## src/logic/imc_pkg.sv

```systemverilog
package imc_pkg;
	// ****************************************
	// Register map
	// ****************************************
	localparam logic [4:0] ADDR_CTRL = 5'h00;
	localparam logic [4:0] ADDR_CMD = 5'h04;
	localparam logic [4:0] ADDR_DATA = 5'h08;
	localparam logic [4:0] ADDR_STAT = 5'h0C;
	localparam logic [4:0] ADDR_IRQ_STAT = 5'h10;
	localparam logic [4:0] ADDR_IRQ_MASK = 5'h14;
	localparam logic [4:0] ADDR_BAUD = 5'h18;
	// ****************************************
	// Control fields
	// ****************************************
	localparam int CTRL_MODE_LSB = 0;
	localparam int CTRL_EN_BIT = 4;
	localparam int CTRL_DIR_SCL_BIT = 5;
	localparam int CTRL_DIR_SDA_BIT = 6;
	localparam logic [3:0] MODE_MASTER_HW = 4'h8;
	localparam logic [3:0] MODE_MASTER_FW = 4'hB;
	localparam logic [6:0] CTRL_RESET = 7'h60;
	// ****************************************
	// Command bits
	// ****************************************
	localparam int CMD_START = 0;
	localparam int CMD_RSTART = 1;
	localparam int CMD_STOP = 2;
	localparam int CMD_RECV = 3;
	localparam int CMD_ACK = 4;
	localparam int CMD_ACK_VAL = 5;
	// ****************************************
	// Status and interrupt bits
	// ****************************************
	localparam int ST_START_SEEN = 0;
	localparam int ST_STOP_SEEN = 1;
	localparam int ST_BUSY = 2;
	localparam int ST_WRITE_COLLISION_FLAG = 3;
	localparam int ST_ACK_IN = 4;
	localparam int ST_MASTER = 5;
	localparam int IRQ_DONE = 0;
	localparam int IRQ_START_DET = 1;
	localparam int IRQ_STOP_DET = 2;
	localparam int IRQ_WRITE_COLLISION_FLAG = 3;
	localparam int IRQ_W = 4;
	// ****************************************
	// Timing, AXI responses and engine states
	// ****************************************
	localparam logic [15:0] BAUD_RESET = 16'h0004;
	localparam logic [1:0] RESP_OKAY = 2'h0;
	localparam logic [1:0] RESP_SLVERR = 2'h2;
	typedef enum logic [3:0] {
		ENG_IDLE, ENG_START_A, ENG_START_B, ENG_RS_A, ENG_RS_B,
		ENG_STOP_A, ENG_STOP_B, ENG_BIT_LO, ENG_BIT_HI, ENG_DONE
	} imc_eng_e;
endpackage : imc_pkg

```

## src/logic/imc_sync.sv

```systemverilog
`timescale 1ns/1ps
// Two-flop synchroniser for bus line inputs
module imc_sync #(
	parameter int W = 2
) (
	input wire logic aclk,
	input wire logic aresetn,
	input wire logic [W-1:0] d,
	output logic [W-1:0] q
);
	logic [W-1:0] meta_reg;
	always_ff @(posedge aclk)
	begin
		if (!aresetn)
		begin
			meta_reg <= '1;
			q <= '1;
		end
		else
		begin
			meta_reg <= d;
			q <= meta_reg;
		end
	end
endmodule : imc_sync

```

## src/logic/imc_baud.sv

```systemverilog
`timescale 1ns/1ps
// Baud tick divider, restarts on clear
module imc_baud (
	input wire logic aclk,
	input wire logic aresetn,
	input wire logic clr,
	input wire logic [15:0] div,
	output logic tick
);
	logic [15:0] cnt_reg;
	always_ff @(posedge aclk)
	begin
		if (!aresetn || clr)
		begin
			cnt_reg <= 16'h0000;
			tick <= 1'b0;
		end
		else if (cnt_reg >= div)
		begin
			cnt_reg <= 16'h0000;
			tick <= 1'b1;
		end
		else
		begin
			cnt_reg <= cnt_reg + 16'h0001;
			tick <= 1'b0;
		end
	end
endmodule : imc_baud

```

## src/logic/imc_master.sv

```systemverilog
`timescale 1ns/1ps
// Overview of operation
// Master operation runs only with a master mode code and the enable bit set.
// In master operation the block drives both bus lines when both direction bits are inputs.
// Start and stop conditions on the bus are detected and each raises an interrupt event.
// Start-seen and stop-seen flags clear on reset and while the port is disabled.
// Software claims the bus only after a stop, or when idle with both flags clear.
// In firmware master mode software sequences every bus step from start and stop status.
// Software may request start, repeated start, byte send, receive, acknowledge or stop.
// Writing the data register while the bus engine is free sends that byte.
// On request an acknowledge bit is driven after a received byte.
// A data write during a running operation is dropped and the collision flag set.
// The interrupt flag is set when any operation finishes.
// Lines are driven open drain and all timing comes from the baud divider.
module imc_master (
	input wire logic aclk,
	input wire logic aresetn,
	input wire logic [4:0] s_axi_awaddr,
	input wire logic s_axi_awvalid,
	output logic s_axi_awready,
	input wire logic [31:0] s_axi_wdata,
	input wire logic [3:0] s_axi_wstrb,
	input wire logic s_axi_wvalid,
	output logic s_axi_wready,
	output logic [1:0] s_axi_bresp,
	output logic s_axi_bvalid,
	input wire logic s_axi_bready,
	input wire logic [4:0] s_axi_araddr,
	input wire logic s_axi_arvalid,
	output logic s_axi_arready,
	output logic [31:0] s_axi_rdata,
	output logic [1:0] s_axi_rresp,
	output logic s_axi_rvalid,
	input wire logic s_axi_rready,
	input wire logic scl_i,
	output logic scl_o,
	output logic scl_oe_n,
	input wire logic sda_i,
	output logic sda_o,
	output logic sda_oe_n,
	output logic irq
);
	// ****************************************
	// Declarations
	// ****************************************
	localparam int IRQ_W_L = imc_pkg::IRQ_W;
	logic [6:0] ctrl_reg;
	logic [15:0] baud_reg;
	logic [IRQ_W_L-1:0] mask_reg, ist_reg;
	logic [7:0] shift_reg, rx_reg;
	logic [3:0] bitn_reg;
	logic rx_mode_reg, ack_mode_reg, ack_val_reg, ack_in_reg;
	logic start_seen_reg, stop_seen_reg, write_collision_flag_reg, done_pulse;
	logic scl_drv_low, sda_drv_low, sda_late_reg;
	imc_pkg::imc_eng_e eng_reg;
	logic [4:0] awaddr_reg;
	logic [31:0] wdata_reg;
	logic aw_have_reg, w_have_reg;
	logic [1:0] line_s, line_d_reg;
	logic tick, master_on, pins_ok;
	logic wr_go, rd_go, wr_cmd, wr_data, rd_istat;
	logic start_det, stop_det;

	// ****************************************
	// Mode decode
	// ****************************************
	function automatic logic is_master(input logic [3:0] m);
		is_master = (m == imc_pkg::MODE_MASTER_HW) || (m == imc_pkg::MODE_MASTER_FW);
	endfunction : is_master

	// mode and enable
	assign master_on = ctrl_reg[imc_pkg::CTRL_EN_BIT] &&
		is_master(ctrl_reg[imc_pkg::CTRL_MODE_LSB +: 4]);
	// direction bits gate drive
	assign pins_ok = ctrl_reg[imc_pkg::CTRL_DIR_SCL_BIT] && ctrl_reg[imc_pkg::CTRL_DIR_SDA_BIT];

	imc_sync #(.W(2)) u_sync (
		.aclk(aclk),
		.aresetn(aresetn),
		.d({scl_i, sda_i}),
		.q(line_s)
	);

	// baud divider
	imc_baud u_baud (
		.aclk(aclk),
		.aresetn(aresetn),
		.clr(eng_reg == imc_pkg::ENG_IDLE),
		.div(baud_reg),
		.tick(tick)
	);

	// ****************************************
	// AXI4-Lite slave
	// ****************************************
	assign wr_go = aw_have_reg && w_have_reg && !s_axi_bvalid;
	assign rd_go = s_axi_arvalid && s_axi_arready;
	assign wr_cmd = wr_go && (awaddr_reg == imc_pkg::ADDR_CMD) && wdata_reg[7:0] != 8'h00;
	assign wr_data = wr_go && (awaddr_reg == imc_pkg::ADDR_DATA);
	assign rd_istat = rd_go && (s_axi_araddr == imc_pkg::ADDR_IRQ_STAT);

	always_ff @(posedge aclk)
	begin
		if (!aresetn)
		begin
			aw_have_reg <= 1'b0;
			w_have_reg <= 1'b0;
			awaddr_reg <= 5'h00;
			wdata_reg <= 32'h0000_0000;
			s_axi_awready <= 1'b1;
			s_axi_wready <= 1'b1;
			s_axi_bvalid <= 1'b0;
			s_axi_bresp <= imc_pkg::RESP_OKAY;
		end
		else
		begin
			if (s_axi_awvalid && s_axi_awready)
			begin
				aw_have_reg <= 1'b1;
				awaddr_reg <= {s_axi_awaddr[4:2], 2'b00};
				s_axi_awready <= 1'b0;
			end
			if (s_axi_wvalid && s_axi_wready)
			begin
				w_have_reg <= 1'b1;
				wdata_reg <= s_axi_wdata;
				s_axi_wready <= 1'b0;
			end
			if (wr_go)
			begin
				aw_have_reg <= 1'b0;
				w_have_reg <= 1'b0;
				s_axi_bvalid <= 1'b1;
				s_axi_bresp <= (awaddr_reg > imc_pkg::ADDR_BAUD) ?
					imc_pkg::RESP_SLVERR : imc_pkg::RESP_OKAY;
			end
			else if (s_axi_bvalid && s_axi_bready)
			begin
				s_axi_bvalid <= 1'b0;
				s_axi_awready <= 1'b1;
				s_axi_wready <= 1'b1;
			end
		end
	end

	always_ff @(posedge aclk)
	begin
		if (!aresetn)
		begin
			s_axi_arready <= 1'b1;
			s_axi_rvalid <= 1'b0;
			s_axi_rdata <= 32'h0000_0000;
			s_axi_rresp <= imc_pkg::RESP_OKAY;
		end
		else if (rd_go)
		begin
			s_axi_arready <= 1'b0;
			s_axi_rvalid <= 1'b1;
			s_axi_rresp <= imc_pkg::RESP_OKAY;
			unique case ({s_axi_araddr[4:2], 2'b00})
				imc_pkg::ADDR_CTRL: s_axi_rdata <= {25'h0, ctrl_reg};
				imc_pkg::ADDR_CMD: s_axi_rdata <= {26'h0, ack_val_reg, ack_mode_reg,
					rx_mode_reg, 3'h0};
				imc_pkg::ADDR_DATA: s_axi_rdata <= {24'h0, rx_reg};
				imc_pkg::ADDR_STAT: s_axi_rdata <= {26'h0, master_on, ack_in_reg, write_collision_flag_reg,
					eng_reg != imc_pkg::ENG_IDLE, stop_seen_reg, start_seen_reg};
				imc_pkg::ADDR_IRQ_STAT: s_axi_rdata <= {28'h0, ist_reg};
				imc_pkg::ADDR_IRQ_MASK: s_axi_rdata <= {28'h0, mask_reg};
				imc_pkg::ADDR_BAUD: s_axi_rdata <= {16'h0, baud_reg};
				default:
				begin
					s_axi_rdata <= 32'h0000_0000;
					s_axi_rresp <= imc_pkg::RESP_SLVERR;
				end
			endcase
		end
		else if (s_axi_rvalid && s_axi_rready)
		begin
			s_axi_rvalid <= 1'b0;
			s_axi_arready <= 1'b1;
		end
	end

	// ****************************************
	// Configuration registers
	// ****************************************
	always_ff @(posedge aclk)
	begin
		if (!aresetn)
		begin
			ctrl_reg <= imc_pkg::CTRL_RESET;
			baud_reg <= imc_pkg::BAUD_RESET;
			mask_reg <= '0;
		end
		else if (wr_go && s_axi_wstrb[0])
		begin
			if (awaddr_reg == imc_pkg::ADDR_CTRL)
				ctrl_reg <= wdata_reg[6:0];
			if (awaddr_reg == imc_pkg::ADDR_IRQ_MASK)
				mask_reg <= wdata_reg[IRQ_W_L-1:0];
			if (awaddr_reg == imc_pkg::ADDR_BAUD)
				baud_reg <= wdata_reg[15:0];
		end
	end

	// ****************************************
	// Bus condition detection
	// ****************************************
	always_ff @(posedge aclk)
	begin
		if (!aresetn)
			line_d_reg <= 2'b11;
		else
			line_d_reg <= line_s;
	end
	// SDA edge while SCL high
	assign start_det = line_s[1] && line_d_reg[1] && line_d_reg[0] && !line_s[0];
	assign stop_det = line_s[1] && line_d_reg[1] && !line_d_reg[0] && line_s[0];

	always_ff @(posedge aclk)
	begin
		// clear on reset or disable
		if (!aresetn || !ctrl_reg[imc_pkg::CTRL_EN_BIT])
		begin
			start_seen_reg <= 1'b0;
			stop_seen_reg <= 1'b0;
		end
		else if (start_det)
		begin
			start_seen_reg <= 1'b1;
			stop_seen_reg <= 1'b0;
		end
		else if (stop_det)
		begin
			start_seen_reg <= 1'b0;
			stop_seen_reg <= 1'b1;
		end
	end

	// ****************************************
	// Bus engine
	// ****************************************
	always_ff @(posedge aclk)
	begin
		if (!aresetn || !master_on)
		begin
			eng_reg <= imc_pkg::ENG_IDLE;
			scl_drv_low <= 1'b0;
			sda_drv_low <= 1'b0;
			shift_reg <= 8'h00;
			rx_reg <= 8'h00;
			bitn_reg <= 4'h0;
			rx_mode_reg <= 1'b0;
			ack_mode_reg <= 1'b0;
			ack_val_reg <= 1'b0;
			ack_in_reg <= 1'b0;
			done_pulse <= 1'b0;
		end
		else
		begin
			done_pulse <= 1'b0;
			unique case (eng_reg)
				imc_pkg::ENG_IDLE:
				begin
					// one request at a time
					if (wr_cmd && wdata_reg[imc_pkg::CMD_START])
					begin
						sda_drv_low <= 1'b0;
						eng_reg <= imc_pkg::ENG_START_A;
					end
					else if (wr_cmd && wdata_reg[imc_pkg::CMD_RSTART])
						eng_reg <= imc_pkg::ENG_RS_A;
					else if (wr_cmd && wdata_reg[imc_pkg::CMD_STOP])
					begin
						sda_drv_low <= 1'b1;
						eng_reg <= imc_pkg::ENG_STOP_A;
					end
					else if (wr_cmd && wdata_reg[imc_pkg::CMD_RECV])
					begin
						rx_mode_reg <= 1'b1;
						ack_mode_reg <= 1'b0;
						sda_drv_low <= 1'b0;
						bitn_reg <= 4'h8;
						eng_reg <= imc_pkg::ENG_BIT_LO;
					end
					// acknowledge bit after receive
					else if (wr_cmd && wdata_reg[imc_pkg::CMD_ACK])
					begin
						rx_mode_reg <= 1'b0;
						ack_mode_reg <= 1'b1;
						ack_val_reg <= wdata_reg[imc_pkg::CMD_ACK_VAL];
						sda_drv_low <= !wdata_reg[imc_pkg::CMD_ACK_VAL];
						bitn_reg <= 4'h1;
						eng_reg <= imc_pkg::ENG_BIT_LO;
					end
					// data write sends byte
					else if (wr_data)
					begin
						rx_mode_reg <= 1'b0;
						ack_mode_reg <= 1'b0;
						shift_reg <= wdata_reg[7:0];
						sda_drv_low <= !wdata_reg[7];
						bitn_reg <= 4'h9;
						eng_reg <= imc_pkg::ENG_BIT_LO;
					end
				end
				imc_pkg::ENG_START_A:
					if (tick)
					begin
						sda_drv_low <= 1'b1;
						eng_reg <= imc_pkg::ENG_START_B;
					end
				imc_pkg::ENG_START_B:
					if (tick)
					begin
						scl_drv_low <= 1'b1;
						eng_reg <= imc_pkg::ENG_DONE;
					end
				imc_pkg::ENG_RS_A:
					if (tick)
					begin
						sda_drv_low <= 1'b0;
						scl_drv_low <= 1'b0;
						eng_reg <= imc_pkg::ENG_START_A;
					end
				imc_pkg::ENG_RS_B:
					eng_reg <= imc_pkg::ENG_START_A;
				imc_pkg::ENG_STOP_A:
					if (tick)
					begin
						scl_drv_low <= 1'b0;
						eng_reg <= imc_pkg::ENG_STOP_B;
					end
				imc_pkg::ENG_STOP_B:
					if (tick)
					begin
						sda_drv_low <= 1'b0;
						eng_reg <= imc_pkg::ENG_DONE;
					end
				imc_pkg::ENG_BIT_LO:
					if (tick)
					begin
						scl_drv_low <= 1'b0;
						eng_reg <= imc_pkg::ENG_BIT_HI;
					end
				imc_pkg::ENG_BIT_HI:
					if (tick && line_s[1])
					begin
						scl_drv_low <= 1'b1;
						bitn_reg <= bitn_reg - 4'h1;
						if (rx_mode_reg)
							rx_reg <= {rx_reg[6:0], line_s[0]};
						else if (!ack_mode_reg && bitn_reg == 4'h1)
							ack_in_reg <= line_s[0];
						shift_reg <= {shift_reg[6:0], 1'b1};
						if (bitn_reg == 4'h1)
						begin
							sda_drv_low <= 1'b0;
							eng_reg <= imc_pkg::ENG_DONE;
						end
						else
						begin
							sda_drv_low <= !rx_mode_reg && !shift_reg[6] && bitn_reg != 4'h2;
							eng_reg <= imc_pkg::ENG_BIT_LO;
						end
					end
				imc_pkg::ENG_DONE:
				begin
					// completion event
					done_pulse <= 1'b1;
					eng_reg <= imc_pkg::ENG_IDLE;
				end
				default: eng_reg <= imc_pkg::ENG_IDLE;
			endcase
		end
	end

	// ****************************************
	// Collision and interrupts
	// ****************************************
	always_ff @(posedge aclk)
	begin
		if (!aresetn)
			write_collision_flag_reg <= 1'b0;
		// drop write while busy
		else if (wr_data && eng_reg != imc_pkg::ENG_IDLE)
			write_collision_flag_reg <= 1'b1;
		else if (wr_go && awaddr_reg == imc_pkg::ADDR_STAT)
			write_collision_flag_reg <= 1'b0;
	end

	always_ff @(posedge aclk)
	begin
		if (!aresetn)
			ist_reg <= '0;
		else
			ist_reg <= (rd_istat ? '0 : ist_reg) |
				{(wr_data && eng_reg != imc_pkg::ENG_IDLE), stop_det, start_det, done_pulse};
	end

	always_ff @(posedge aclk)
	begin
		if (!aresetn)
			irq <= 1'b0;
		else
			irq <= |(ist_reg & mask_reg);
	end

	// ****************************************
	// Open-drain pins
	// ****************************************
	always_ff @(posedge aclk)
	begin
		if (!aresetn)
		begin
			scl_o <= 1'b0;
			sda_o <= 1'b0;
			scl_oe_n <= 1'b1;
			sda_oe_n <= 1'b1;
			sda_late_reg <= 1'b0;
		end
		else
		begin
			scl_o <= 1'b0;
			sda_o <= 1'b0;
			// Data moves a cycle after the clock falls
			sda_late_reg <= sda_drv_low;
			// pull low or release
			scl_oe_n <= !(master_on && pins_ok && scl_drv_low);
			sda_oe_n <= !(master_on && pins_ok && sda_late_reg);
		end
	end
endmodule : imc_master

```

## config.mk

```make
export PLATFORM = sky130hd
export DESIGN_NAME = imc_master
export DESIGN_NICKNAME = d
export VERILOG_FILES = /design/src/logic/imc_pkg.sv /design/src/logic/imc_sync.sv /design/src/logic/imc_baud.sv /design/src/logic/imc_master.sv
export SDC_FILE = /design/constraint.sdc
export NUM_CORES = 1
export LEC_CHECK = 0
export BUFFER_PORTS_ARGS = -buffer_cell sky130_fd_sc_hd__clkbuf_2
export CAP_MARGIN = 20
export CELL_PAD_IN_SITES_DETAIL_PLACEMENT = 1
export CELL_PAD_IN_SITES_GLOBAL_PLACEMENT = 1
export CORE_AREA = 5 5 156 121
export DETAILED_ROUTE_END_ITERATION = 12
export DIE_AREA = 0 0 161 126
export GPL_TIMING_DRIVEN = 0
export PLACE_DENSITY = 0.85
export SETUP_SLACK_MARGIN = 0.02
export SYNTH_ARGS = -nofsm -noshare
export SYNTH_HDL_FRONTEND = slang
export SYNTH_SLANG_ARGS = --single-unit
```

## constraint.sdc

```tcl
create_clock -name aclk -period 2.1 [get_ports aclk]
set_clock_uncertainty 0.2 [all_clocks]
set_input_delay 0.63 -clock aclk [delete_from_list [all_inputs] [get_ports aclk]]
set_output_delay 0.63 -clock aclk [all_outputs]
set_load 0.005 [all_outputs]
```

=== Word level (Yosys, flattened, before mapping) ===
Cells that the tools add are included.

* Bitwise gates (word level): 8
* Add/subtract/negate cells: 2
* Reductions and logical operators: 83
* $lt $le $gt $ge: 2
* Muxes and demuxes: 70
* Equal/unequal tests: 44

{| class="wikitable"
|+ Operators by type and width
! kind !! number
|-
| 16-bit case mux with 7 select lines || 1
|-
| 4-bit two-way mux || 21
|-
| 7-bit two-way mux || 7
|-
| 1-bit two-way mux || 34
|-
| 1-bit logical AND || 33
|-
| 4-bit case mux with 8 select lines || 1
|-
| 6-bit AND reduction || 3
|-
| 16-bit by 1-bit adder with 16-bit output, second input constant || 1
|-
| 4-bit by 3-bit == test with 1-bit output, second input constant || 4
|-
| 4-bit == test, second input constant || 4
|-
| 16-bit greater-or-equal comparator || 1
|-
| 2-bit by 1-bit inequality test with 1-bit output, second input constant || 8
|-
| 3-bit == test, second input constant || 5
|-
| 2-bit inequality test, second input constant || 7
|-
| 7-bit case mux with 2 select lines || 1
|-
| 1-bit logical NOT || 13
|-
| 3-bit by 2-bit == test with 1-bit output, second input constant || 4
|-
| 2-bit nonzero test || 5
|-
| 2-bit OR reduction || 5
|-
| 4-bit by 1-bit == test with 1-bit output, second input constant || 2
|-
| 4-bit by 2-bit == test with 1-bit output, second input constant || 2
|-
| 4-bit case mux with 2 select lines || 1
|-
| 4-bit AND reduction || 2
|-
| 8-bit AND reduction || 1
|-
| other kinds (29) || 43
|}

* Output and inout bits: 46
* Logic and storage cells: 248
* Register bits: 153

=== Logic depth before layout (Yosys ltp) ===
Gate-level depths: netlist of run 1.

* Depth in word-level cells: 11
* Depth in mapped cells: 9
* Mapped depth without buffers: 7

=== Hierarchy ===
A second synthesis of run 1 with hierarchy kept.

* Cell total of the unflattened synthesis: 747
* Area total of the unflattened synthesis: 6555.0 µm²

{| class="wikitable"
|+ By module, submodules not included
! module !! area an instance (µm²) !! cells an instance !! seq. area each (µm²) !! instances
|-
| imc_master || 5262.5 || 604 || 2282.2 || 1
|-
| imc_baud || 1187.4 || 135 || 340.3 || 1
|-
| imc_sync || 105.1 || 8 || 80.1 || 1
|}

=== Worst setup path before layout of run 1 ===
Ideal clock, no wire load.

* Path type: in2reg
* Start: in s_axi_araddr[4]
* End: reg s_axi_rdata[0]
* Path buffers: 2
* Cell stages on the path: 7
* Setup time: 128 ps
* Arrival: 1685 ps
* Slack: 87 ps
* Cell sequence: clkbuf_1 > buf_2 > nor2_1 > a221oi_1 > o22ai_1 > a22oi_1 > nor2_1

* Word-level cells in the longest chain between the ends: 2

{| class="wikitable"
|+ RTL lines
! what !! RTL line !! RTL
|-
| start: declaration || imc_master.sv:28 || <nowiki>input wire logic [4:0] s_axi_araddr,</nowiki>
|-
| 3-bit == test (tied with other cells) || imc_master.sv:160 || <nowiki>unique case ({s_axi_araddr[4:2], 2'b00})</nowiki>
|-
| 16-bit case mux with 7 select lines (*) || imc_master.sv:160 ||
|-
| end signal: assignment || imc_master.sv:161 || <nowiki>imc_pkg::ADDR_CTRL: s_axi_rdata <= {25'h0, ctrl_reg};</nowiki>
|-
| end signal: assignment || imc_master.sv:162 || <nowiki>imc_pkg::ADDR_CMD: s_axi_rdata <= {26'h0, ack_val_reg, ack_mode_reg,</nowiki>
|-
| end signal: assignment || imc_master.sv:164 || <nowiki>imc_pkg::ADDR_DATA: s_axi_rdata <= {24'h0, rx_reg};</nowiki>
|-
| end: declaration || imc_master.sv:31 || <nowiki>output logic [31:0] s_axi_rdata,</nowiki>
|}

Mark *: on every way between the ends. The rest lies on a longest branch, timed or not.
A chain may end at the register's enable or synchronous reset.

=== Worst setup path in the final report of run 1 ===
* Start: reg aw_have_reg
* End: reg sda_drv_low

* Word-level cells in the longest chain between the ends: 11

{| class="wikitable"
|+ RTL lines
! what !! RTL line !! RTL
|-
| start: declaration || imc_master.sv:58 || <nowiki>logic aw_have_reg, w_have_reg;</nowiki>
|-
| start signal: assignment || imc_master.sv:106 || <nowiki>aw_have_reg <= 1'b0;</nowiki>
|-
| start signal: assignment || imc_master.sv:119 || <nowiki>aw_have_reg <= 1'b1;</nowiki>
|-
| start signal: assignment || imc_master.sv:131 || <nowiki>aw_have_reg <= 1'b0;</nowiki>
|-
| 1-bit logical AND (*) (2 in series) || imc_master.sv:96 || <nowiki>assign wr_go = aw_have_reg && w_have_reg && !s_axi_bvalid;</nowiki>
|-
| 1-bit logical AND (2 in series) || imc_master.sv:98 || <nowiki>assign wr_cmd = wr_go && (awaddr_reg == imc_pkg::ADDR_CMD) && wdata_reg[7:0] != 8'h00;</nowiki>
|-
| 1-bit logical AND || imc_master.sv:287 || <nowiki>else if (wr_cmd && wdata_reg[imc_pkg::CMD_ACK])</nowiki>
|-
| 1-bit two-way mux || imc_master.sv:287 ||
|-
| 1-bit two-way mux || imc_master.sv:278 || <nowiki>else if (wr_cmd && wdata_reg[imc_pkg::CMD_RECV])</nowiki>
|-
| 1-bit two-way mux || imc_master.sv:273 || <nowiki>else if (wr_cmd && wdata_reg[imc_pkg::CMD_STOP])</nowiki>
|-
| 1-bit two-way mux || imc_master.sv:271 || <nowiki>else if (wr_cmd && wdata_reg[imc_pkg::CMD_RSTART])</nowiki>
|-
| 1-bit two-way mux || imc_master.sv:266 || <nowiki>if (wr_cmd && wdata_reg[imc_pkg::CMD_START])</nowiki>
|-
| 1-bit case mux with 4 select lines || imc_master.sv:262 || <nowiki>unique case (eng_reg)</nowiki>
|-
| end signal: assignment || imc_master.sv:292 || <nowiki>sda_drv_low <= !wdata_reg[imc_pkg::CMD_ACK_VAL];</nowiki>
|-
| end signal: assignment || imc_master.sv:302 || <nowiki>sda_drv_low <= !wdata_reg[7];</nowiki>
|-
| end: declaration || imc_master.sv:54 || <nowiki>logic scl_drv_low, sda_drv_low, sda_late_reg;</nowiki>
|}

Mark *: on every way between the ends. The rest lies on a longest branch, timed or not. The select of a mux whose other input is x is not followed.

==> impl_metrics.toml, run 1 <==
[synth]
synth_top_area_share_pct = 42.2
avgSynthCellArea_sq_um = 8.33
synth_seq_cells = 135
synth-simple-area-share_pct = 22.5
synth_xor_area_share_pct = 2.19
yosysMostFrequentCell = "dfxtp_1"
yosys.area_share.adder_pct = 3.91
synth_edf_count = 0
async_flop_share_pct = 0
synth_top_area_cell = "dfxtp_1"
yosysWarnings = 0
syn-instance-count = 769
seq_area_frac_synth_pct = 42.2
synth.distinct_cells = 69
synth_flop_cell = "dfxtp_1"
synth_common_cells = "dfxtp_1 (135), nand2_1 (128), a21oi_1 (95), nor2_1 (62), clkbuf_1 (30)"
synthMuxAreaShare_pct = 3.69
synth_area_leaders = "dfxtp_1 (42%), nand2_1 (7.5%), a21oi_1 (7.4%)"
synth_top_family_by_area = "simple AND/OR/NAND/NOR gates"
syn_area_sq_um = 6400
synth_compound_area_share_pct = 18.3

[floorplanning]
start_util_pct = 37.2
die-area_sq_um = 20300
io_pins = 101
die_h_um = 126
die_width_um = 161
core_sq_um = 17200
fp-row-count = 42

[place]
post-place-ws_ns = -0.595
routabilityCongestion = 0.868
portBuffers = 55
placed_cells = 1063
dpl.hpwl_um = 14600

[power]
leakagePower_nw = 3.09
powerDensity_nw_per_um2 = 773
peakVddDrop_mv = 0.555

[global_routing]
grt_max_degree = 17
grt_pass1_vias = 6112
grt.overflow.total = 0
antenna_found_initial = 0
grt_pass1_wl_um = 33100
grt.total_usage_pct = 20.5

[final_layout]
drive_above_1_share_pct = 23.9
syn2layout_area_growth_pct = 26.3
stdcell_count = 1115
nNetsFinal = 958
antenna_cells = 0

[clocking]
cts_max_path_buffers = 2
cts_max_level = 4
cts_sinks = 135
cts_tree = "done"
clk_latency_ns = 0.43
cts_hold_buf = 0
root_buffer = "clkbuf_16"
cts_inserted_buffers = 17
path_clk_slew_ns = 0.06

[setup_path]
worstPathCellList = "nor4bb_2 > buf_4 > buf_4 > o2111ai_1 > a32oi_1 > o21ai_0 > a21oi_1"
slowest_stage = "dfxtp_1"
worstPathRequired_ns = 2.24
path_buf_inv = 2
crit_type = "reg -> reg"
arrival_ns = 2.31
endpoint_kind = "flop"
cpPeakStageDelay_ns = 0.38
cp_common_cell = "buf_4"
startpoint_type = "flop"
cp_top_family = "compound AO/OA/AOI/OAI gates"
crit_fanout = 8

[drt]
vias = 6162
route.detailed.drc = 0
drt_wl_total_um = 21900
wl_per_cell_um = 19.6
dr.first_iter.drc_count = 487
vias_per_cell = 5.53
drtPass1Iterations = 5
antenna_left = 0

[timing]
fin_crit_sh_pct = 103
finalHoldViolations = 0
finalSetupViolCount = 1
finalWorstSetupSlack_ns = -0.0678
setup_tns_ns = -0.0678
maxSlewViolCount = 0
period_minus_slack_ns = 2.17
tightest_slew_ns = 0.782
rsz0062_at_grt = "true"
slew_headroom_pct = 47.6
clock.fmax_mhz = 461

[run]
maxCapViolations = 0

[outcome]
failed_checks = "negative setup slack"
status = "finished, violations left"

[min_path]
hold_class = "in -> reg"
==> path summary, 6_finish.rpt <==
path / start / end / slack (ns) / depth (start not counted)
max: aw_have_reg$_SDFFE_PP0P_ / sda_drv_low$_SDFFE_PP0P_ / -0.07 / 7
min: scl_i / u_sync.meta_reg[1]$_SDFF_PN1_ / 0.19 / 2
max reg2reg: aw_have_reg$_SDFFE_PP0P_ / sda_drv_low$_SDFFE_PP0P_ / -0.07 / 7
min reg2reg: sda_late_reg$_SDFF_PN0_ / sda_oe_n$_SDFF_PN1_ / 0.20 / 1
==> per-layer routing <==
layer	up-vias	global-route usage (%)	share of wire, %
li1	2869	-	-
met2	226	31.5	46
met4	0	5.32	1.8
met1	3031	28.7	46
met3	36	5.45	6.8
met5	-	0	0
==> cells by family (layout without fill, tap and decap cells) <==
| family | after synthesis | in the layout |
|---|---|---|
| simple gates | 297 | 297 |
| compound gates | 186 | 186 |
| flops | 135 | 135 |
| buf+inv | 91 | 198 |
| mux | 23 | 23 |
| fa+ha+maj | 20 | 20 |
| xor+xnor | 16 | 16 |
| other cells | 1 | 20 |
==> cells in the final DEF, fill, tap and decap left out, types with 5 or more instances in the layout <==
master / count
a22oi_1: 21
clkbuf_16: 19
mux2i_1: 18
ha_1: 19
clkbuf_2: 62
a21oi_1: 89
inv_1: 25
a21oi_2: 7
clkbuf_1: 19
nor2_1: 61
nand3_1: 20
dfxtp_2: 8
mux2_2: 5
buf_6: 6
and2_1: 6
nand2b_1: 13
nand2_1: 127
xor2_1: 9
nand4_1: 9
o21ai_0: 16
xnor2_1: 7
conb_1: 20
buf_4: 43
dfxtp_1: 125
buf_2: 8
o211ai_1: 5
a311oi_1: 8
nor2b_1: 6
nor3_1: 7
==> worst register-to-register path, cell delays in order (launching register included) <==
cell       delay, ns
dfxtp_1         0.38
nor4bb_2        0.33
buf_4           0.23
buf_4           0.12
o2111ai_1       0.16
a32oi_1         0.30
o21ai_0         0.17
a21oi_1         0.19
==> per-stage QoR <==
step	area [sq um]	power, mW	util [%]	hold slack [ns]
6_report	8090	6.25	46.9	0.185
3_5_place_dp	7030	3.04	40.8	0.197
5_1_grt	8090	6.43	46.9	0.184
3_3_place_gp	7030	3.03	40.8	0.187
4_1_cts	7770	6.25	45.1	0.173
2_1_floorplan	6480	2.91	-	0.170
==> timing repair <==
action | in CTS | in global routing
endpoints found under the setup margin | 68 | 49
pin swaps | 6 | 13
endpoints found under the hold margin | 0 | 0
buffers inserted | 4 | 19
gates resized for setup | 23 | 48
gates cloned | 0 | 2
==> power breakdown <==
part	total (mW)	internal [mW]	switching, mW
Combinational	0.368	0.138	0.230
Clock	3.23	2.05	1.18
Sequential	2.65	2.60	0.0475
==> area by class of cell <==
| class | count | area (sq um) |
|---|---|---|
| Buffer | 61 | 383 |
| Clock buffer | 20 | 457 |
| Clock inverter | 11 | 173 |
| Fill cell | 2106 | 9150 |
| Inverter | 26 | 97.6 |
| Multi-Input combinational cell | 562 | 3480 |
| Sequential cell | 135 | 2720 |
| Tap cell | 220 | 275 |
| Timing Repair Buffer | 80 | 505 |
Note: power is estimated with default switching activity, not from simulation.
==> run 2, diff against run 1 <==
Settings changed: CORE_AREA 5 5 156 121 to 5 5 163 126, DIE_AREA 0 0 161 126 to 0 0 168 131, PLACE_DENSITY 0.85 to 0.8.
==> run 2 against run 1 <==
  * The flow now finishes without violations
  * Combinational power decreased by 2%
  * Sequential share of layout area decreased by 0.45 points
  * Cell area increased by 1.2%
  * Core utilization decreased by 3.6 points
  * Maximum frequency increased by 6.1%
  * Critical path depth unchanged
  * Register-to-register slack improved by 0.12 ns
  * Hold slack improved by 0.0032 ns
  * Final cell count increased by 3.1%
  * Critical endpoint is now u_baud.cnt_reg[5]$_SDFF_PP0_
  * Largest cell class unchanged
  * Highest routed layer unchanged
==> impl_metrics.toml, run 2 (same netlist as run 1, synthesis figures left out) <==
[global_routing]
grt_pass1_wl_um = 32500
grt.overflow.total = 0
antenna_found_initial = 0
grt.total_usage_pct = 18.6
grt_pass1_vias = 5991
grt_max_degree = 17

[clocking]
cts_inserted_buffers = 17
clk_latency_ns = 0.43
cts_max_level = 4
cts_hold_buf = 0
cts_max_path_buffers = 2
root_buffer = "clkbuf_16"
cts_sinks = 135
cts_tree = "done"
path_clk_slew_ns = 0.06

[setup_path]
cpPeakStageDelay_ns = 0.38
ff2ff_path_depth = 7
worstPathRequired_ns = 2.26
slowest_stage = "dfxtp_2"
crit_fanout = 5
crit_type = "reg -> reg"
path_buf_inv = 2
startpoint_type = "flop"
reg2reg_slack_ns = 0.06
worstPathCellList = "inv_1 > ha_1 > a211oi_2 > o21a_1 > o2111ai_4 > buf_6 > a21oi_2"
arrival_ns = 2.20
reg2reg_to = "u_baud.cnt_reg[5]$_SDFF_PP0_"
crit_cells = 7
r2r_start = "baud_reg[5]$_SDFFE_PN0P_"
endpoint_kind = "flop"
cp_top_family = "compound AO/OA/AOI/OAI gates"

[timing]
finalWorstSetupSlack_ns = 0.0563
period_minus_slack_ns = 2.04
clock.fmax_mhz = 489
rsz0062_at_grt = "true"
setup_tns_ns = 0
tightest_slew_ns = 0.685
finalSetupViolCount = 0
slew_headroom_pct = 54.2
maxSlewViolCount = 0
fin_crit_sh_pct = 97.3
finalHoldViolations = 0

[power]
power_mw = 6.38
peakVddDrop_mv = 0.579
leakagePower_nw = 3.10
powerDensity_nw_per_um2 = 779

[final_layout]
layout.cells.most_common = "nand2_1"
final_cell_mix = "nand2_1 (127), dfxtp_1 (126), a21oi_1 (84)"
nNetsFinal = 959
syn2layout_area_growth_pct = 27.8
drive_above_1_share_pct = 24.7
fin_util_pct = 43.3
stdcell_count = 1150
fill_cells = 2241
antenna_cells = 0

[floorplanning]
start_util_pct = 33.9
io_pins = 101
die_h_um = 131
fp-row-count = 44
core_sq_um = 18900
die_width_um = 168
die-area_sq_um = 22000

[min_path]
hold_class = "in -> reg"
hold-path-endpoint = "u_sync.meta_reg[1]$_SDFF_PN1_"
worstHoldPathCells = 2
worstHoldStart = "scl_i"

[drt]
vias_per_cell = 5.27
dr.first_iter.drc_count = 339
antenna_left = 0
wl_per_cell_um = 18.2
drtPass1Iterations = 5
vias = 6063
drt_wl_total_um = 20900
route.detailed.drc = 0

[place]
dpl.hpwl_um = 14600
routabilityCongestion = 0.893
portBuffers = 55
post-place-ws_ns = -0.534
placed_cells = 1096

[outcome]
status = "finished clean"

[run]
maxCapViolations = 0
-- run 2: cell type report --
cell class	instances	area, sq um	share of cell area (%)
clock inverters	14	221	2.71
repair buffers	80	497	6.07
inverters	26	97.6	1.19
well taps	253	317	3.87
plain buffers	62	392	4.78
clock buffers	18	439	5.37
flip-flops and latches	135	2720	33.2
multi-input cells	562	3510	42.8
-- run 2: how the worst max path moves through the flow --
stage / start / endpoint / slack (ns)
final: baud_reg[5]$_SDFFE_PN0P_ / u_baud.cnt_reg[5]$_SDFF_PP0_ / 0.06
after global routing: baud_reg[5]$_SDFFE_PN0P_ / u_baud.cnt_reg[13]$_SDFF_PP0_ / -0.07
after CTS: awaddr_reg[4]$_SDFFE_PN0P_ / shift_reg[1]$_SDFFE_PP0P_ / 0.03
after detailed placement: aresetn / shift_reg[2]$_SDFFE_PP0P_ / -0.53
after global placement: aresetn / shift_reg[2]$_SDFFE_PP0P_ / -0.53
after floorplan: s_axi_araddr[4] / s_axi_rdata[0]$_SDFFE_PN0P_ / 0.09
-- run 2: power by group --
part	switching (mW)	internal, mW
Combinational	0.221	0.138
Sequential	0.0484	2.60
Clock	1.22	2.15
Total	1.48	4.89
-- run 2: worst reg2reg max path: stages, from the launching register on --
cell and delay (ns):
dfxtp_2 0.38, inv_1 0.07, ha_1 0.33, a211oi_2 0.23
o21a_1 0.23, o2111ai_4 0.20, buf_6 0.20, a21oi_2 0.13
-- run 2: through the flow --
stage / hold WS (ns) / area (sq um)
after floorplan: 0.170 / 6480
after global placement: 0.191 / 7070
after detailed placement: 0.198 / 7070
after CTS: 0.173 / 7840
after global routing: 0.183 / 8190
final: 0.189 / 8190
-- run 2: repair_timing --
action / in CTS / in global routing
gates cloned: 0 / 2
setup buffers: 3 / 20
pin swaps: 4 / 15
gates resized for setup: 20 / 64
endpoints found under the hold margin: 0 / 0
setup endpoints to repair: 59 / 65
-- run 2: metal layers --
layer	GRT usage (%)	vias to the layer above	routed length (um)
li1	-	2883	-
met1	27.1	3005	10400
met2	28.2	157	9170
met3	4.42	18	1170
met4	4.20	0	198
met5	0	-	0
==> run 3, diff against run 2 <==
Settings changed: ABC_AREA set to 1, PLACE_DENSITY 0.8 to 0.81.
==> run 3 against run 2 <==
  * Non-clock buffer count decreased by 29
  * Sequential power increased by 2%
  * Final cell count up 9.1%
  * Register-to-register slack better by 0.04 ns
  * Synthesized area up 0.55%
  * Die area unchanged
  * Via count rose by 1.9%
  * Cell area is 2.8% lower
  * Sequential share of layout area increased by 1.0 points
  * Clock power is 7.4% lower
  * Routed wire length fell by 2.1%
  * Largest power group unchanged
==> impl_metrics.toml, run 3 <==
[timing]
whs_ns = 0.184
clock.fmax_mhz = 500
period_minus_slack_ns = 2.00
maxSlewViolCount = 0
fin_crit_sh_pct = 95.3
finalSetupViolCount = 0
setup_tns_ns = 0
slew_headroom_pct = 42.3
rsz0062_at_grt = "true"
tightest_slew_ns = 0.865
finalHoldViolations = 0

[synth]
synth_edf_count = 0
synth-simple-area-share_pct = 24.3
synth_top_area_cell = "dfxtp_1"
avgSynthCellArea_sq_um = 7.28
synth_xor_area_share_pct = 2.31
yosysMostFrequentCell = "nand2_1"
async_flop_share_pct = 0
synth_top_family_by_area = "simple AND/OR/NAND/NOR gates"
synth_top_area_share_pct = 42.0
yosys.area_share.adder_pct = 3.89
synth_common_cells = "nand2_1 (138), dfxtp_1 (135), inv_1 (112), nor2_1 (111), o21ai_0 (88)"
seq_area_frac_synth_pct = 42.0
syn-instance-count = 884
synth_compound_area_share_pct = 16.4
syn_area_sq_um = 6440
synth_flop_cell = "dfxtp_1"
synth.distinct_cells = 46
yosysWarnings = 0
synth_seq_cells = 135
synth_area_leaders = "dfxtp_1 (42%), nand2_1 (8.0%), o21ai_0 (6.8%)"
synthMuxAreaShare_pct = 0

[global_routing]
grt_max_degree = 17
grt_pass1_wl_um = 32100
grt_pass1_vias = 6068
antenna_found_initial = 0
grt.total_usage_pct = 18.5
grt.overflow.total = 0

[floorplanning]
fp-row-count = 44
io_pins = 101
start_util_pct = 34.1
die-area_sq_um = 22000
core_sq_um = 18900
die_h_um = 131
die_width_um = 168

[clocking]
cts_inserted_buffers = 17
root_buffer = "clkbuf_16"
path_clk_slew_ns = 0.06
cts_hold_buf = 0
cts_max_path_buffers = 2
cts_tree = "done"
clk_latency_ns = 0.44
cts_max_level = 4
cts_sinks = 135

[min_path]
worstHoldStart = "s_axi_awvalid"
hold_class = "in -> reg"
worstHoldPathCells = 2

[final_layout]
drive_above_1_share_pct = 19.7
antenna_cells = 0
layout.cells.most_common = "nand2_1"
syn2layout_area_growth_pct = 23.5
final_cell_mix = "nand2_1 (133), dfxtp_1 (121), inv_1 (109)"
fin_util_pct = 42.1
nNetsFinal = 1065
fin_area_sq_um = 7950
fill_cells = 2376

[drt]
drtPass1Iterations = 5
wl_per_cell_um = 16.3
drt_wl_total_um = 20500
antenna_left = 0
route.detailed.drc = 0
vias_per_cell = 4.92
vias = 6178
dr.first_iter.drc_count = 435

[place]
dpl.hpwl_um = 15300
routabilityCongestion = 0.887
portBuffers = 58
place_area_sq_um = 7120

[run]
maxCapViolations = 0

[setup_path]
crit_fanout = 5
worstPathCellList = "inv_1 > ha_1 > a21oi_1 > o21ai_1 > a21oi_2 > nand4_4 > clkbuf_16 > nor2_1"
r2r_start = "baud_reg[13]$_SDFFE_PN0P_"
worstPathRequired_ns = 2.27
crit_type = "reg -> reg"
startpoint_type = "flop"
arrival_ns = 2.17
ff2ff_path_depth = 8
endpoint_kind = "flop"
slowest_stage = "dfxtp_2"
crit_path_start = "baud_reg[13]$_SDFFE_PN0P_"
cpPeakStageDelay_ns = 0.36
reg2reg_slack_ns = 0.1

[power]
peakVddDrop_mv = 0.458
powerDensity_nw_per_um2 = 780
leakagePower_nw = 3.34
power_mw = 6.20

[outcome]
status = "finished clean"
==> run 3: final cells by class <==
class	instances	area, sq um	area share (%)
clock buffers	20	457	5.74
well taps	253	317	3.98
repair buffers	68	390	4.91
inverters	123	468	5.88
plain buffers	45	268	3.37
multi-input cells	600	3180	40.0
clock inverters	11	149	1.87
flip-flops and latches	135	2720	34.2
==> run 3: through the flow <==
step | cells | setup slack [ns]
after global routing | 1255 | -0.0429
after detailed placement | 1214 | -0.574
after floorplan | 903 | 0.190
after CTS | 1247 | 0.0257
after global placement | 1214 | -0.535
final | 1255 | 0.0981
==> run 3: metal layers <==
| metal | vias up | global-route usage [%] | wire, um |
|---|---|---|---|
| li1 | 3053 | - | - |
| met1 | 2925 | 27.0 | 10600 |
| met4 | 0 | 5.39 | 258 |
| met3 | 24 | 4.27 | 1110 |
| met5 | - | 0 | 0 |
| met2 | 176 | 27.3 | 8540 |
==> run 3: where the power goes <==
part | switching, mW | internal (mW) | total (mW)
sequential | 0.0733 | 2.63 | 2.70
clock | 1.20 | 1.92 | 3.12
combinational | 0.240 | 0.137 | 0.377
==> run 3: repair_timing <==
item | 4_1_cts | 5_1_grt
resized for setup | 4 | 48
setup endpoints to repair | 10 | 50
setup buffers | 2 | 7
pin swaps | 1 | 10
cloned | 0 | 1
==> run 3: worst paths after layout <==
check                                               endpoint
worst max-delay path            u_baud.cnt_reg[8]$_SDFF_PP0_
worst min-delay path                s_axi_awready$_SDFF_PN1_
worst max register to register  u_baud.cnt_reg[8]$_SDFF_PP0_
worst min register to register           sda_oe_n$_SDFF_PN1_
==> run 3: worst max-delay path, delay by kind of cell (launching register included) <==
kind | cells | cell delay (ns)
AO/OA/AOI/OAI | 3 | 0.48
flip-flops | 1 | 0.36
adder cells (fa/ha/maj) | 1 | 0.35
buffers and inverters | 2 | 0.28
AND/OR/NAND/NOR | 2 | 0.27
==> run 3: cells by family after synthesis <==
family                     after synthesis
AOI/OAI and AO/OA                      198
xor gates and xnor gates                17
adders and majority gates               20
buffers and inverters                  168
DFF                                    135
other                                    1
and+or+nand+nor                        345
